===== src/core/eeprom_gate_defines.svh =====
// Constants for the latched-EEPROM write-gate host controller.
// Assumes a 20 MHz system clock; all times are converted to cycles here.
`ifndef EEPROM_GATE_DEFINES_SVH
`define EEPROM_GATE_DEFINES_SVH

`define CLK_KHZ 20000
`define TWP_MS 10
`define TWRP_US 100
`define TSTROBE_NS 250
`define TWP_CYC (`TWP_MS * `CLK_KHZ)
`define TWRP_CYC ((`TWRP_US * `CLK_KHZ + 999) / 1000)
`define STROBE_CYC ((`TSTROBE_NS * `CLK_KHZ + 999999) / 1000000)
`define ERASE_BYTE 8'hFF
`define ADDR_W_DEF 11
`define TMR_W 24

`endif


===== src/core/eeprom_gate_pkg.sv =====
// Types shared by the write-gate host controller, its EEPROM model and its bench.
// Assumes the constants header is included by the users.
package eeprom_gate_pkg;

  typedef struct packed {
    logic write;
    logic [15:0] addr;
    logic [7:0] data;
  } req_s;

  typedef struct packed {
    logic chip_sel_n;
    logic array_select_n;
    logic mem_wr_n;
    logic mem_rd_n;
    logic addr_strobe_n;
  } ctl_s;

  typedef enum {PH_IDLE, PH_ADDR, PH_SETTLE, PH_STROBE, PH_HOLD, PH_WAIT} phase_e;

  typedef enum {ST_ERASE, ST_TERM_E, ST_VER_E, ST_WRITE, ST_TERM_W, ST_VER_W, ST_READ} step_e;

endpackage


===== src/core/eeprom_gate_host.sv =====
// Host-side sequencer driving a latched EEPROM through its write-gate glue.
// Assumes external glue holds the write strobe from our write until our next read.
// How it works
// Glue holds write strobe; device latches others
// Erase byte before writing new data
// Erase is a write of all ones
// Select valid before write strobe falls
// Glue flip-flop sets on selected write
// Device latches inputs on strobe fall
// Hold write pulse for full timed interval
// Any read of device ends the pulse
// Second read verifies after recovery time
// Device latches transparent during reads
// Read strobe frames output enable
// Chip select held for whole bus cycle
// Array select is OR of selects
// One gate flip-flop serves whole array
// Address strobe latches low address byte
// Reset leaves write strobe inactive
// Glue sets only with select present
`timescale 1ns/1ns
`include "eeprom_gate_defines.svh"
module eeprom_gate_host #(
  parameter int ADDR_W = `ADDR_W_DEF,
  parameter bit MUXED = 1'b1,
  parameter int TWP_CYC = `TWP_CYC
) (
  input wire logic CLK,
  input wire logic RST_N,
  input wire logic REQ_VALID,
  output logic REQ_READY,
  input wire eeprom_gate_pkg::req_s REQ,
  output logic RSP_VALID,
  output logic [7:0] RSP_DATA,
  output logic RSP_ERR,
  output eeprom_gate_pkg::ctl_s CTL,
  output logic [ADDR_W-1:0] ADDR,
  input wire logic [7:0] DQ_IN,
  output logic [7:0] DQ_OUT,
  output logic DQ_OE
);

  localparam int TWRP_CYC = `TWRP_CYC;
  localparam int STROBE_CYC = `STROBE_CYC;

  initial begin
    if (ADDR_W < 1 || ADDR_W > 16) $error("eeprom_gate_host: ADDR_W out of range");
    if (TWP_CYC < 1 || TWP_CYC >= (1 << `TMR_W)) $error("eeprom_gate_host: bad TWP_CYC");
    if (STROBE_CYC < 1 || STROBE_CYC > 255) $error("eeprom_gate_host: bad STROBE_CYC");
  end

  eeprom_gate_pkg::phase_e phase, next_phase;
  eeprom_gate_pkg::step_e step, next_step;
  eeprom_gate_pkg::req_s req;
  logic [7:0] strb_cnt;
  logic [7:0] rd_data;
  logic tmr_load;
  logic tmr_done;
  logic [`TMR_W-1:0] tmr_count;
  logic finish;

  function automatic logic is_wr(input eeprom_gate_pkg::step_e s);
    is_wr = (s == eeprom_gate_pkg::ST_ERASE) || (s == eeprom_gate_pkg::ST_WRITE);
  endfunction

  function automatic logic is_term(input eeprom_gate_pkg::step_e s);
    is_term = (s == eeprom_gate_pkg::ST_TERM_E) || (s == eeprom_gate_pkg::ST_TERM_W);
  endfunction

  function automatic logic [7:0] expect_byte(input eeprom_gate_pkg::step_e s,
                                             input logic [7:0] d);
    expect_byte = (s == eeprom_gate_pkg::ST_VER_E || s == eeprom_gate_pkg::ST_ERASE) ?
                  `ERASE_BYTE : d;
  endfunction

  // Aborts on a failed erase verify rather than writing over dirty cells
  assign finish = (step == eeprom_gate_pkg::ST_READ) || (step == eeprom_gate_pkg::ST_VER_W) ||
                  (step == eeprom_gate_pkg::ST_VER_E && rd_data != `ERASE_BYTE);

  assign REQ_READY = (phase == eeprom_gate_pkg::PH_IDLE);
  assign tmr_load = (phase == eeprom_gate_pkg::PH_HOLD) && !finish &&
                    (is_wr(step) || is_term(step));
  assign tmr_count = is_wr(step) ? `TMR_W'(TWP_CYC) : `TMR_W'(TWRP_CYC);

  wait_timer #(.W(`TMR_W)) u_timer (
    .clk(CLK),
    .rst_n(RST_N),
    .load(tmr_load),
    .count(tmr_count),
    .done(tmr_done)
  );

  always_comb begin
    next_phase = phase;
    next_step = step;
    unique case (phase)
      eeprom_gate_pkg::PH_IDLE: begin
        if (REQ_VALID) begin
          next_phase = eeprom_gate_pkg::PH_ADDR;
          next_step = REQ.write ? eeprom_gate_pkg::ST_ERASE : eeprom_gate_pkg::ST_READ;
        end
      end
      eeprom_gate_pkg::PH_ADDR: next_phase = eeprom_gate_pkg::PH_SETTLE;
      eeprom_gate_pkg::PH_SETTLE: next_phase = eeprom_gate_pkg::PH_STROBE;
      eeprom_gate_pkg::PH_STROBE: begin
        if (strb_cnt == 8'h00) next_phase = eeprom_gate_pkg::PH_HOLD;
      end
      eeprom_gate_pkg::PH_HOLD: begin
        if (finish) begin
          next_phase = eeprom_gate_pkg::PH_IDLE;
        end else begin
          // Always one deselected cycle, so bus cycles never merge
          next_phase = eeprom_gate_pkg::PH_WAIT;
          // Write, terminating read, verify read, in that order
          unique case (step)
            eeprom_gate_pkg::ST_ERASE: next_step = eeprom_gate_pkg::ST_TERM_E;
            eeprom_gate_pkg::ST_TERM_E: next_step = eeprom_gate_pkg::ST_VER_E;
            eeprom_gate_pkg::ST_VER_E: next_step = eeprom_gate_pkg::ST_WRITE;
            eeprom_gate_pkg::ST_WRITE: next_step = eeprom_gate_pkg::ST_TERM_W;
            default: next_step = eeprom_gate_pkg::ST_VER_W;
          endcase
        end
      end
      eeprom_gate_pkg::PH_WAIT: begin
        if (tmr_done) next_phase = eeprom_gate_pkg::PH_ADDR;
      end
    endcase
  end

  always_ff @(posedge CLK) begin
    if (!RST_N) begin
      phase <= eeprom_gate_pkg::PH_IDLE;
      step <= eeprom_gate_pkg::ST_READ;
    end else begin
      phase <= next_phase;
      step <= next_step;
    end
  end

  always_ff @(posedge CLK) begin
    if (!RST_N) begin
      req <= '0;
    end else if (REQ_READY && REQ_VALID) begin
      req <= REQ;
    end
  end

  always_ff @(posedge CLK) begin
    if (!RST_N) begin
      strb_cnt <= 8'h00;
    end else if (phase == eeprom_gate_pkg::PH_SETTLE) begin
      strb_cnt <= 8'(STROBE_CYC - 1);
    end else if (strb_cnt != 8'h00) begin
      strb_cnt <= strb_cnt - 8'h01;
    end
  end

  always_ff @(posedge CLK) begin
    if (!RST_N) begin
      rd_data <= 8'h00;
    end else if (phase == eeprom_gate_pkg::PH_STROBE && strb_cnt == 8'h00 && !is_wr(step)) begin
      rd_data <= DQ_IN;
    end
  end

  // Pins are registered from the next state so strobes never glitch
  always_ff @(posedge CLK) begin
    if (!RST_N) begin
      CTL <= 5'h1F;
      ADDR <= '0;
      DQ_OUT <= 8'h00;
      DQ_OE <= 1'b0;
    end else begin
      CTL.chip_sel_n <= (next_phase == eeprom_gate_pkg::PH_IDLE) ||
                        (next_phase == eeprom_gate_pkg::PH_WAIT);
      CTL.array_select_n <= (next_phase == eeprom_gate_pkg::PH_IDLE) ||
                            (next_phase == eeprom_gate_pkg::PH_WAIT);
      CTL.addr_strobe_n <= (next_phase != eeprom_gate_pkg::PH_ADDR);
      CTL.mem_wr_n <= !(next_phase == eeprom_gate_pkg::PH_STROBE && is_wr(next_step));
      CTL.mem_rd_n <= !(next_phase == eeprom_gate_pkg::PH_STROBE && !is_wr(next_step));
      if (next_phase == eeprom_gate_pkg::PH_ADDR && phase != eeprom_gate_pkg::PH_ADDR) begin
        ADDR <= (phase == eeprom_gate_pkg::PH_IDLE) ? REQ.addr[ADDR_W-1:0] : req.addr[ADDR_W-1:0];
      end
      if (next_phase == eeprom_gate_pkg::PH_ADDR) begin
        DQ_OE <= MUXED;
        DQ_OUT <= (phase == eeprom_gate_pkg::PH_IDLE) ? REQ.addr[7:0] : req.addr[7:0];
      end else begin
        DQ_OE <= is_wr(next_step) && (next_phase == eeprom_gate_pkg::PH_SETTLE ||
                 next_phase == eeprom_gate_pkg::PH_STROBE || next_phase == eeprom_gate_pkg::PH_HOLD);
        DQ_OUT <= expect_byte(next_step, req.data);
      end
    end
  end

  always_ff @(posedge CLK) begin
    if (!RST_N) begin
      RSP_VALID <= 1'b0;
      RSP_DATA <= 8'h00;
      RSP_ERR <= 1'b0;
    end else begin
      RSP_VALID <= (phase == eeprom_gate_pkg::PH_HOLD) && finish;
      if (phase == eeprom_gate_pkg::PH_HOLD && finish) begin
        RSP_DATA <= rd_data;
        RSP_ERR <= (step != eeprom_gate_pkg::ST_READ) && (rd_data != expect_byte(step, req.data));
      end
    end
  end

  // Helper counters: cycles since the write strobe and the read strobe were last low
  logic [`TMR_W-1:0] since_wr, since_rd;
  always_ff @(posedge CLK) begin
    if (!RST_N) begin
      since_wr <= '0;
      since_rd <= '0;
    end else begin
      since_wr <= !CTL.mem_wr_n ? '0 : (&since_wr ? since_wr : since_wr + 1'b1);
      since_rd <= !CTL.mem_rd_n ? '0 : (&since_rd ? since_rd : since_rd + 1'b1);
    end
  end

  property p_erase_data;
    @(posedge CLK) disable iff (!RST_N)
    (!CTL.mem_wr_n && step == eeprom_gate_pkg::ST_ERASE) |-> DQ_OE && DQ_OUT == 8'hFF;
  endproperty
  a_erase_data: assert property (p_erase_data) else $error("erase data not all ones");

  property p_sel_first;
    @(posedge CLK) disable iff (!RST_N)
    $fell(CTL.mem_wr_n) |-> $past(!CTL.chip_sel_n, 1) && $past(!CTL.array_select_n, 1);
  endproperty
  a_sel_first: assert property (p_sel_first) else $error("write strobe before select");

  property p_wp_time;
    @(posedge CLK) disable iff (!RST_N)
    ($fell(CTL.mem_rd_n) && is_term(step)) |-> since_wr >= TWP_CYC;
  endproperty
  a_wp_time: assert property (p_wp_time) else $error("write pulse ended early");

  property p_erase_first;
    @(posedge CLK) disable iff (!RST_N)
    ($fell(CTL.mem_wr_n) && step == eeprom_gate_pkg::ST_WRITE) |-> rd_data == 8'hFF;
  endproperty
  a_erase_first: assert property (p_erase_first) else $error("write without erase");

  property p_recovery;
    @(posedge CLK) disable iff (!RST_N)
    ($fell(CTL.mem_rd_n) && (step == eeprom_gate_pkg::ST_VER_E ||
     step == eeprom_gate_pkg::ST_VER_W)) |-> since_rd >= TWRP_CYC;
  endproperty
  a_recovery: assert property (p_recovery) else $error("verify read too soon");

  property p_term_read;
    @(posedge CLK) disable iff (!RST_N)
    $rose(CTL.mem_wr_n) |-> CTL.mem_rd_n && !CTL.chip_sel_n ##1 CTL.chip_sel_n && is_term(step);
  endproperty
  a_term_read: assert property (p_term_read) else $error("write cycle did not close");

  property p_addr_strobe;
    @(posedge CLK) disable iff (!RST_N)
    $fell(CTL.addr_strobe_n) |-> CTL.mem_wr_n && CTL.mem_rd_n && !CTL.chip_sel_n
      ##1 CTL.addr_strobe_n [*2];
  endproperty
  a_addr_strobe: assert property (p_addr_strobe) else $error("bad address strobe");

  property p_reset_idle;
    @(posedge CLK) disable iff (!RST_N)
    $rose(RST_N) |-> CTL.mem_wr_n && CTL.mem_rd_n && CTL.chip_sel_n;
  endproperty
  a_reset_idle: assert property (p_reset_idle) else $error("strobe active after reset");

  property p_cs_cycle;
    @(posedge CLK) disable iff (!RST_N)
    $rose(CTL.mem_rd_n) |-> !CTL.chip_sel_n ##1 CTL.chip_sel_n;
  endproperty
  a_cs_cycle: assert property (p_cs_cycle) else $error("chip select dropped early");

  c_write: cover property (@(posedge CLK) RSP_VALID && !RSP_ERR && req.write);
  c_read: cover property (@(posedge CLK) RSP_VALID && !req.write);
  c_fail: cover property (@(posedge CLK) RSP_VALID && RSP_ERR);

endmodule


===== src/core/wait_timer.sv =====
// Loadable down-counter used for write-pulse and recovery timeouts.
// Assumes load is a one-cycle pulse from the sequencer.
`timescale 1ns/1ns
module wait_timer #(
  parameter int W = 24
) (
  input wire logic clk,
  input wire logic rst_n,
  input wire logic load,
  input wire logic [W-1:0] count,
  output logic done
);

  logic [W-1:0] cnt;

  initial begin
    if (W < 2 || W > 31) $error("wait_timer: W out of range");
  end

  always_ff @(posedge clk) begin
    if (!rst_n) begin
      cnt <= '0;
    end else if (load) begin
      cnt <= count;
    end else if (cnt != '0) begin
      cnt <= cnt - 1'b1;
    end
  end

  assign done = (cnt == '0) && !load;

endmodule


===== config.mk =====
export PLATFORM = sky130hd
export DESIGN_NAME = eeprom_gate_host
export DESIGN_NICKNAME = d
export VERILOG_FILES = /design/src/core/eeprom_gate_pkg.sv /design/src/core/eeprom_gate_host.sv /design/src/core/wait_timer.sv
export VERILOG_INCLUDE_DIRS = /design/src /design/src/core
export SDC_FILE = /design/constraint.sdc
export NUM_CORES = 1
export LEC_CHECK = 0
export BUFFER_PORTS_ARGS = -buffer_cell sky130_fd_sc_hd__buf_2
export CORE_UTILIZATION = 56
export DETAILED_ROUTE_END_ITERATION = 8
export PLACE_DENSITY = 0.81
export SYNTH_ARGS = -nofsm -noshare
export SYNTH_HDL_FRONTEND = slang
export SYNTH_HIERARCHICAL = 1
export SYNTH_SLANG_ARGS = --single-unit

===== constraint.sdc =====
create_clock -name CLK -period 4.71 [get_ports CLK]
set_clock_uncertainty 0.2 [all_clocks]
set_input_delay 0.942 -clock CLK [delete_from_list [all_inputs] [get_ports CLK]]
set_output_delay 0.942 -clock CLK [all_outputs]
set_load 0.02 [all_outputs]

== Word-level counts from Yosys, hierarchy flattened ==
Index checks and enable logic that the tools add are counted.

* Input bits: 36
* Output and inout port bits: 36
* Register bits after elaboration: 157
* Word-level logic and storage cells: 114

* Multiplexer cells: 21
* Equality and inequality tests: 29
* Add/subtract/negate cells: 2
* Bitwise logic cells: 1
* Reduce and logical (&&, ||, !) cells: 43

{| class="wikitable"
|+ Operators with widths
! cell !! count
|-
| equality test 32 x 3 -> 1 bit, second input constant || 10
|-
| equality test 32 x 2 -> 1 bit, second input constant || 6
|-
| equality test 32 x 4 -> 1 bit, second input constant || 6
|-
| zero test 32 bit || 6
|-
| case mux 32 bit (6 select lines) || 1
|-
| two-way mux 32 bit || 5
|-
| equality test 32 x 1 -> 1 bit, second input constant || 2
|-
| inequality test 32 x 2 -> 1 bit, second input constant || 2
|-
| case mux 32 bit (2 select lines) || 1
|-
| two-way mux 24 bit || 2
|-
| two-way mux 8 bit || 4
|-
| inequality test 32 x 4 -> 1 bit, second input constant || 1
|-
| zero test 24 bit || 1
|-
| nonzero test 24 bit || 1
|-
| subtractor 24 x 1 -> 24 bit, second input constant || 1
|-
| two-way mux 18 bit || 1
|-
| logical AND 1 bit || 13
|-
| two-way mux 3 bit || 4
|-
| case mux 3 bit (4 select lines) || 1
|-
| logical OR 1 bit || 11
|-
| two-way mux 11 bit || 1
|-
| zero test 8 bit || 1
|-
| inequality test 8 bit || 1
|-
| inequality test 8 bit, second input constant || 1
|-
| 7 further kinds || 13
|}

== Longest topological paths before layout ==
* Word-level depth: 15
* Depth in mapped cells: 15
* Depth with buffers taken out: 15

== By module ==
The synthesis kept the hierarchy.

{| class="wikitable"
|+ Modules (own cells, without submodules)
! module !! times used !! area each (sq um) !! cells an instance !! seq. area each (sq um)
|-
| eeprom_gate_host || 1 || 5151.2 || 546 || 2662.6
|-
| wait_timer || 1 || 1372.6 || 171 || 480.5
|}

== Worst setup path before layout ==
Ideal clock, no wire load.

* Path type: flip-flop to flip-flop
* From: register phase[7]
* To: register DQ_OE
* Library setup time: 0.058 ns
* Path slack: 1.312 ns
* Path buffers: 2
* Clock period less this slack: 3.398 ns
* Stages on the path, launching flop included: 16
* Data arrival time: 3.140 ns
* Required time: 4.452 ns
* Cells stage by stage: dfxtp_1 -> or3_1 -> buf_2 -> or3_1 -> buf_2 -> nor2_1 -> clkinv_1 -> nand4_1 -> nor3_1 -> or3_1 -> a2111o_1 -> nand2_1 -> nor2_1 -> nor4b_1 -> o21ai_1 -> nand2_1

* Word-level cells in the longest chain between the ends: 12
* Elaborated cells between the ends (all ways): 27
* Classes of those cells: eq/ne (11); mux (6); reduce/logical (10)

{| class="wikitable"
|+ Ends and longest elaborated chain
! what !! RTL line !! source
|-
| start: declaration || eeprom_gate_host.sv:52 || <nowiki>eeprom_gate_pkg::phase_e phase, next_phase;</nowiki>
|-
| start signal: assignment || eeprom_gate_host.sv:132 || <nowiki>phase <= eeprom_gate_pkg::PH_IDLE;</nowiki>
|-
| start signal: assignment || eeprom_gate_host.sv:135 || <nowiki>phase <= next_phase;</nowiki>
|-
| equality test 32 x 4 -> 1 bit * || eeprom_gate_host.sv:81 || <nowiki>assign tmr_load = (phase == eeprom_gate_pkg::PH_HOLD) && !finish &&</nowiki>
|-
| logical AND 1 bit * (2 in a row) || eeprom_gate_host.sv:81 ||
|-
| via tmr_load || eeprom_gate_host.sv:57 || <nowiki>logic tmr_load;</nowiki>
|-
| zero test 1 bit * || wait_timer.sv:30 || <nowiki>assign done = (cnt == '0) && !load;</nowiki>
|-
| logical AND 1 bit * || wait_timer.sv:30 ||
|-
| via tmr_done || eeprom_gate_host.sv:58 || <nowiki>logic tmr_done;</nowiki>
|-
| two-way mux 32 bit * || eeprom_gate_host.sv:125 || <nowiki>if (tmr_done) next_phase = eeprom_gate_pkg::PH_ADDR;</nowiki>
|-
| case mux 32 bit (6 select lines) * || eeprom_gate_host.sv:96 || <nowiki>unique case (phase)</nowiki>
|-
| equality test 32 x 3 -> 1 bit, on equally long branches || eeprom_gate_host.sv:188, eeprom_gate_host.sv:189 ||
|-
| logical OR 1 bit || eeprom_gate_host.sv:188 || <nowiki>DQ_OE <= is_wr(next_step) && (next_phase == eeprom_gate_pkg::PH_SETTLE ||</nowiki>
|-
| logical OR 1 bit || eeprom_gate_host.sv:189 || <nowiki>next_phase == eeprom_gate_pkg::PH_STROBE || next_phase == eeprom_gate_pkg::PH_HOLD);</nowiki>
|-
| logical AND 1 bit || eeprom_gate_host.sv:188 ||
|-
| two-way mux 1 bit * || eeprom_gate_host.sv:184 || <nowiki>if (next_phase == eeprom_gate_pkg::PH_ADDR) begin</nowiki>
|-
| end signal: assignment || eeprom_gate_host.sv:188 ||
|-
| end: declaration || eeprom_gate_host.sv:40 || <nowiki>output logic DQ_OE</nowiki>
|}

Mark *: on every way through the listed nets, which the timed path passes. The rest lies on a longest branch.
A chain may end at the register's enable or synchronous reset.

== Final worst setup path ==
* From: register phase[18]
* To: register ADDR[7]

* Word-level cells in the longest chain between the ends: 9
* Elaborated cells between the ends (all ways): 20
* Classes of those cells: eq/ne (8); mux (5); reduce/logical (7)

{| class="wikitable"
|+ Ends and longest elaborated chain
! what !! RTL line !! source
|-
| equality test 32 x 4 -> 1 bit || eeprom_gate_host.sv:81 ||
|-
| logical AND 1 bit (2 in a row) || eeprom_gate_host.sv:81 ||
|-
| via tmr_load || eeprom_gate_host.sv:57 ||
|-
| zero test 1 bit || wait_timer.sv:30 ||
|-
| logical AND 1 bit || wait_timer.sv:30 ||
|-
| via tmr_done || eeprom_gate_host.sv:58 ||
|-
| two-way mux 32 bit || eeprom_gate_host.sv:125 ||
|-
| case mux 32 bit (6 select lines) || eeprom_gate_host.sv:96 ||
|-
| equality test 32 x 2 -> 1 bit || eeprom_gate_host.sv:181 || <nowiki>if (next_phase == eeprom_gate_pkg::PH_ADDR && phase != eeprom_gate_pkg::PH_ADDR) begin</nowiki>
|-
| logical AND 1 bit || eeprom_gate_host.sv:181 ||
|-
| end signal: assignment || eeprom_gate_host.sv:182 || <nowiki>ADDR <= (phase == eeprom_gate_pkg::PH_IDLE) ? REQ.addr[ADDR_W-1:0] : req.addr[ADDR_W-1:0];</nowiki>
|-
| end: declaration || eeprom_gate_host.sv:37 || <nowiki>output logic [ADDR_W-1:0] ADDR,</nowiki>
|}

The timed path passes the listed nets, and every way through them passes these cells.

==> flow_metrics.tcl <==
set metrics [dict create \
    outcome "completed" \
    worst_pin_slew_ns 1.24 \
    hold_depth 2 \
    async_flop_share_pct 0 \
    grt_start_max_net_pins 55 \
    dp_hpwl_um 9300 \
    critPathLaunchType "flop" \
    rows 39 \
    die_x_um 110 \
    cts_resized 0 \
    synthTopCellsByArea "dfxtp_1 48%, and2_1 5.7%, nand2_1 4.7%" \
    yosys.area.top_type "dfxtp_1" \
    reg2reg_depth 14 \
    crit_path_end_kind "flop" \
    finalSetupTns_ns 0 \
    cts_tree "yes" \
    grt_pass1_vias 4926 \
    synthToLayoutAreaGrowth_pct 16.6 \
    dr_total_vias 5320 \
    setup_viol 0 \
    io_buffers 66 \
    initial_core_util_pct 57.4 \
    maxSlewHeadroom_pct 16.6 \
    num_io_pins 72 \
    ys_types 72 \
    cts_hold_buf 0 \
    die_h_um 110 \
    grt_pass1_wl_um 22200 \
    yosys.area.top_type_share_pct 48.2 \
    synth.most_common_cell "dfxtp_1" \
    fmax_mhz 230 \
    drtIter0Drc 346 \
    r2r-start "phase[18]$_SDFF_PN0_" \
    path_max_fanout 15 \
    ant_nets 0 \
    final_nets 827 \
    fin_crit_ns 4.35 \
    cts.reportedPaths.clkPinSlew_ns 0.06 \
    grt_setup_unrepaired "no" \
    cts_sinks 157 \
    core_um2 11400 \
    cp_cell_sequence "nor4_1, nand4_1, or3_1, nor2_1, clkinv_1, nand4_1, nor3_1, or3_1, a2111o_1, nand2_1, nor4_4, buf_4, a21oi_1, o21a_1" \
    reg2reg_slack_ns 0.36 \
    h-tree-depth 4 \
    clk_latency_ns 0.43 \
    grt_overflow_total 0 \
    cp.required_ns 4.87 \
    worstPathArrival_ns 4.51 \
    ys_seq_area_share_pct 48.2 \
    gp_congestion 0.840 \
    syn_avg_cell_area_um2 9.10 \
    synthFlopType "dfxtp_1" \
    power_density_nw_per_um2 642 \
    min_from "req[15]$_SDFFE_PN0P_" \
    wl_per_cell_um 14.7 \
    antenna_found_initial 0 \
    critPathSlowestCell "or3_1" \
    final-hold-violation-count 0 \
    numCtsBuffers 17 \
    diodes 0 \
    min_to "req[15]$_SDFFE_PN0P_" \
    cap_viol_max_count 0 \
    path_class "flop to flop" \
    syn_inst 717 \
    yosys_warnings 6 \
    clockRootBuffer "clkbuf_16" \
    die_area_um2 12100 \
    totalWireLength_um 13900 \
    post-route-period-util_pct 92.3 \
    first_pass_iters 5 \
    slowest_delay_ns 0.66 \
    postCtsSetupBuffers 0 \
    ctsLongestPathBuffers 2 \
    postPlaceCellArea_um2 6960 \
    ir_worst_vdd_v 0.000602 \
    drive_gt1_share_pct 15.6 \
    ys_ff_latch 157 \
    hp-class "flop to flop" \
    slew_violations 0 \
    syn_area_um2 6520 \
    p_leak_nw 3.18 \
    post-route-drc-count 0 \
    via_per_inst 5.64 \
    r2r-end "ADDR[7]$_SDFFE_PN0P_" \
    synth.top_cells.by_count "157 x dfxtp_1, 81 x nand2_1, 64 x nor2_1" \
    synth_edf_count 0 \
    grt.total_usage_pct 23.7 \
    design_area_um2 7600 \
]
critical path: cells and delay by family, from the launching register on:
kind                   cells  cell delay [ns]
AND/OR/NAND/NOR            9             2.56
AO/OA/AOI/OAI              3             0.83
buffers and inverters      2             0.39
flip-flops                 1             0.31
per-layer routing:
metal,GRT usage [%],vias up,part of all wire (%)
met5,0,-,0
met1,30.4,2518,47
li1,-,2643,-
met4,8.48,0,1.3
met2,38.3,138,48
met3,6.05,21,4.2
placed cells by master, fill, tap and decap left out, types with 4 or more instances in the layout:
| cell type | n |
|---|---|
| nand2b_1 | 8 |
| a211oi_1 | 11 |
| and2_1 | 59 |
| o22ai_1 | 4 |
| nor4_1 | 17 |
| nand2_1 | 81 |
| or3_1 | 8 |
| or4_1 | 4 |
| nor3b_1 | 5 |
| inv_1 | 12 |
| nor2_1 | 64 |
| a21oi_1 | 50 |
| clkinv_4 | 6 |
| o21a_1 | 20 |
| nand3_1 | 7 |
| o21ai_0 | 15 |
| nor4_2 | 4 |
| nor2b_1 | 4 |
| bufinv_16 | 4 |
| clkbuf_16 | 17 |
| nand4_1 | 10 |
| mux2i_1 | 29 |
| dfxtp_1 | 157 |
| conb_1 | 18 |
| xnor2_1 | 17 |
| xor2_1 | 7 |
| buf_2 | 66 |
| buf_4 | 7 |
| nor3_1 | 24 |
flip-flops by register name, indices dropped and copies added (netlist names):
| signal | count |
|---|---|
| ADDR | 11 |
| CTL | 4 |
| DQ_OE | 1 |
| DQ_OUT | 8 |
| RSP_DATA | 8 |
| RSP_ERR | 1 |
| RSP_VALID | 1 |
| phase | 32 |
| rd_data | 8 |
| req | 19 |
| step | 32 |
| strb_cnt | 8 |
| u_timer/cnt | 24 |
final cells by class:
| class | instances | area (µm²) |
|---|---|---|
| timing repair buffer | 73 | 383 |
| inverter | 14 | 52.6 |
| tap | 143 | 179 |
| clock inverter | 12 | 188 |
| clock buffer | 20 | 457 |
| fill | 879 | 3760 |
| multi-input combinational | 525 | 3200 |
| sequential | 157 | 3140 |
stage by stage:
stage	util [%]	instances	hold WS [ns]	worst slack, ns	power (W)
finish	66.9	944	0.250	0.360	0.00488
global route	66.9	944	0.272	0.129	0.00517
CTS	66.9	944	0.251	0.422	0.00488
detailed placement	61.2	912	0.242	0.561	0.00342
global placement	61.2	912	0.233	0.710	0.00334
floorplan	-	733	0.221	1.31	0.00305
report_power, final:
group	internal, W	switching [W]
clock	0.000919	0.000544
sequential	0.00156	0.000192
combinational	0.000679	0.000983
total	0.00316	0.00172
cells by family (layout without fill, tap and decap cells):
kind of cell / count (synthesis) / after routing / share of synthesized area [%]
buf+inv: 51 / 119 / 3.64
fa+ha+maj: 3 / 3 / 0.575
simple gates: 314 / 314 / 25.6
xor+xnor: 24 / 24 / 3.22
compound gates: 136 / 136 / 14.1
mux: 30 / 30 / 4.62
other cells: 2 / 18 / 0.115
flops: 157 / 157 / 48.2
worst max-delay path by stage:
stage / slack [ns] / end / start
after floorplan: 1.31 / DQ_OE$_SDFF_PN0_ / phase[7]$_SDFF_PN0_
after global placement: 0.71 / DQ_OUT[2]$_SDFF_PN0_ / phase[18]$_SDFF_PN0_
after detailed placement: 0.56 / DQ_OUT[6]$_SDFF_PN0_ / phase[18]$_SDFF_PN0_
after CTS: 0.42 / ADDR[7]$_SDFFE_PN0P_ / phase[18]$_SDFF_PN0_
after global routing: 0.13 / ADDR[7]$_SDFFE_PN0P_ / phase[18]$_SDFF_PN0_
final: 0.36 / ADDR[7]$_SDFFE_PN0P_ / phase[18]$_SDFF_PN0_
Power figures use the tool's default switching activity.
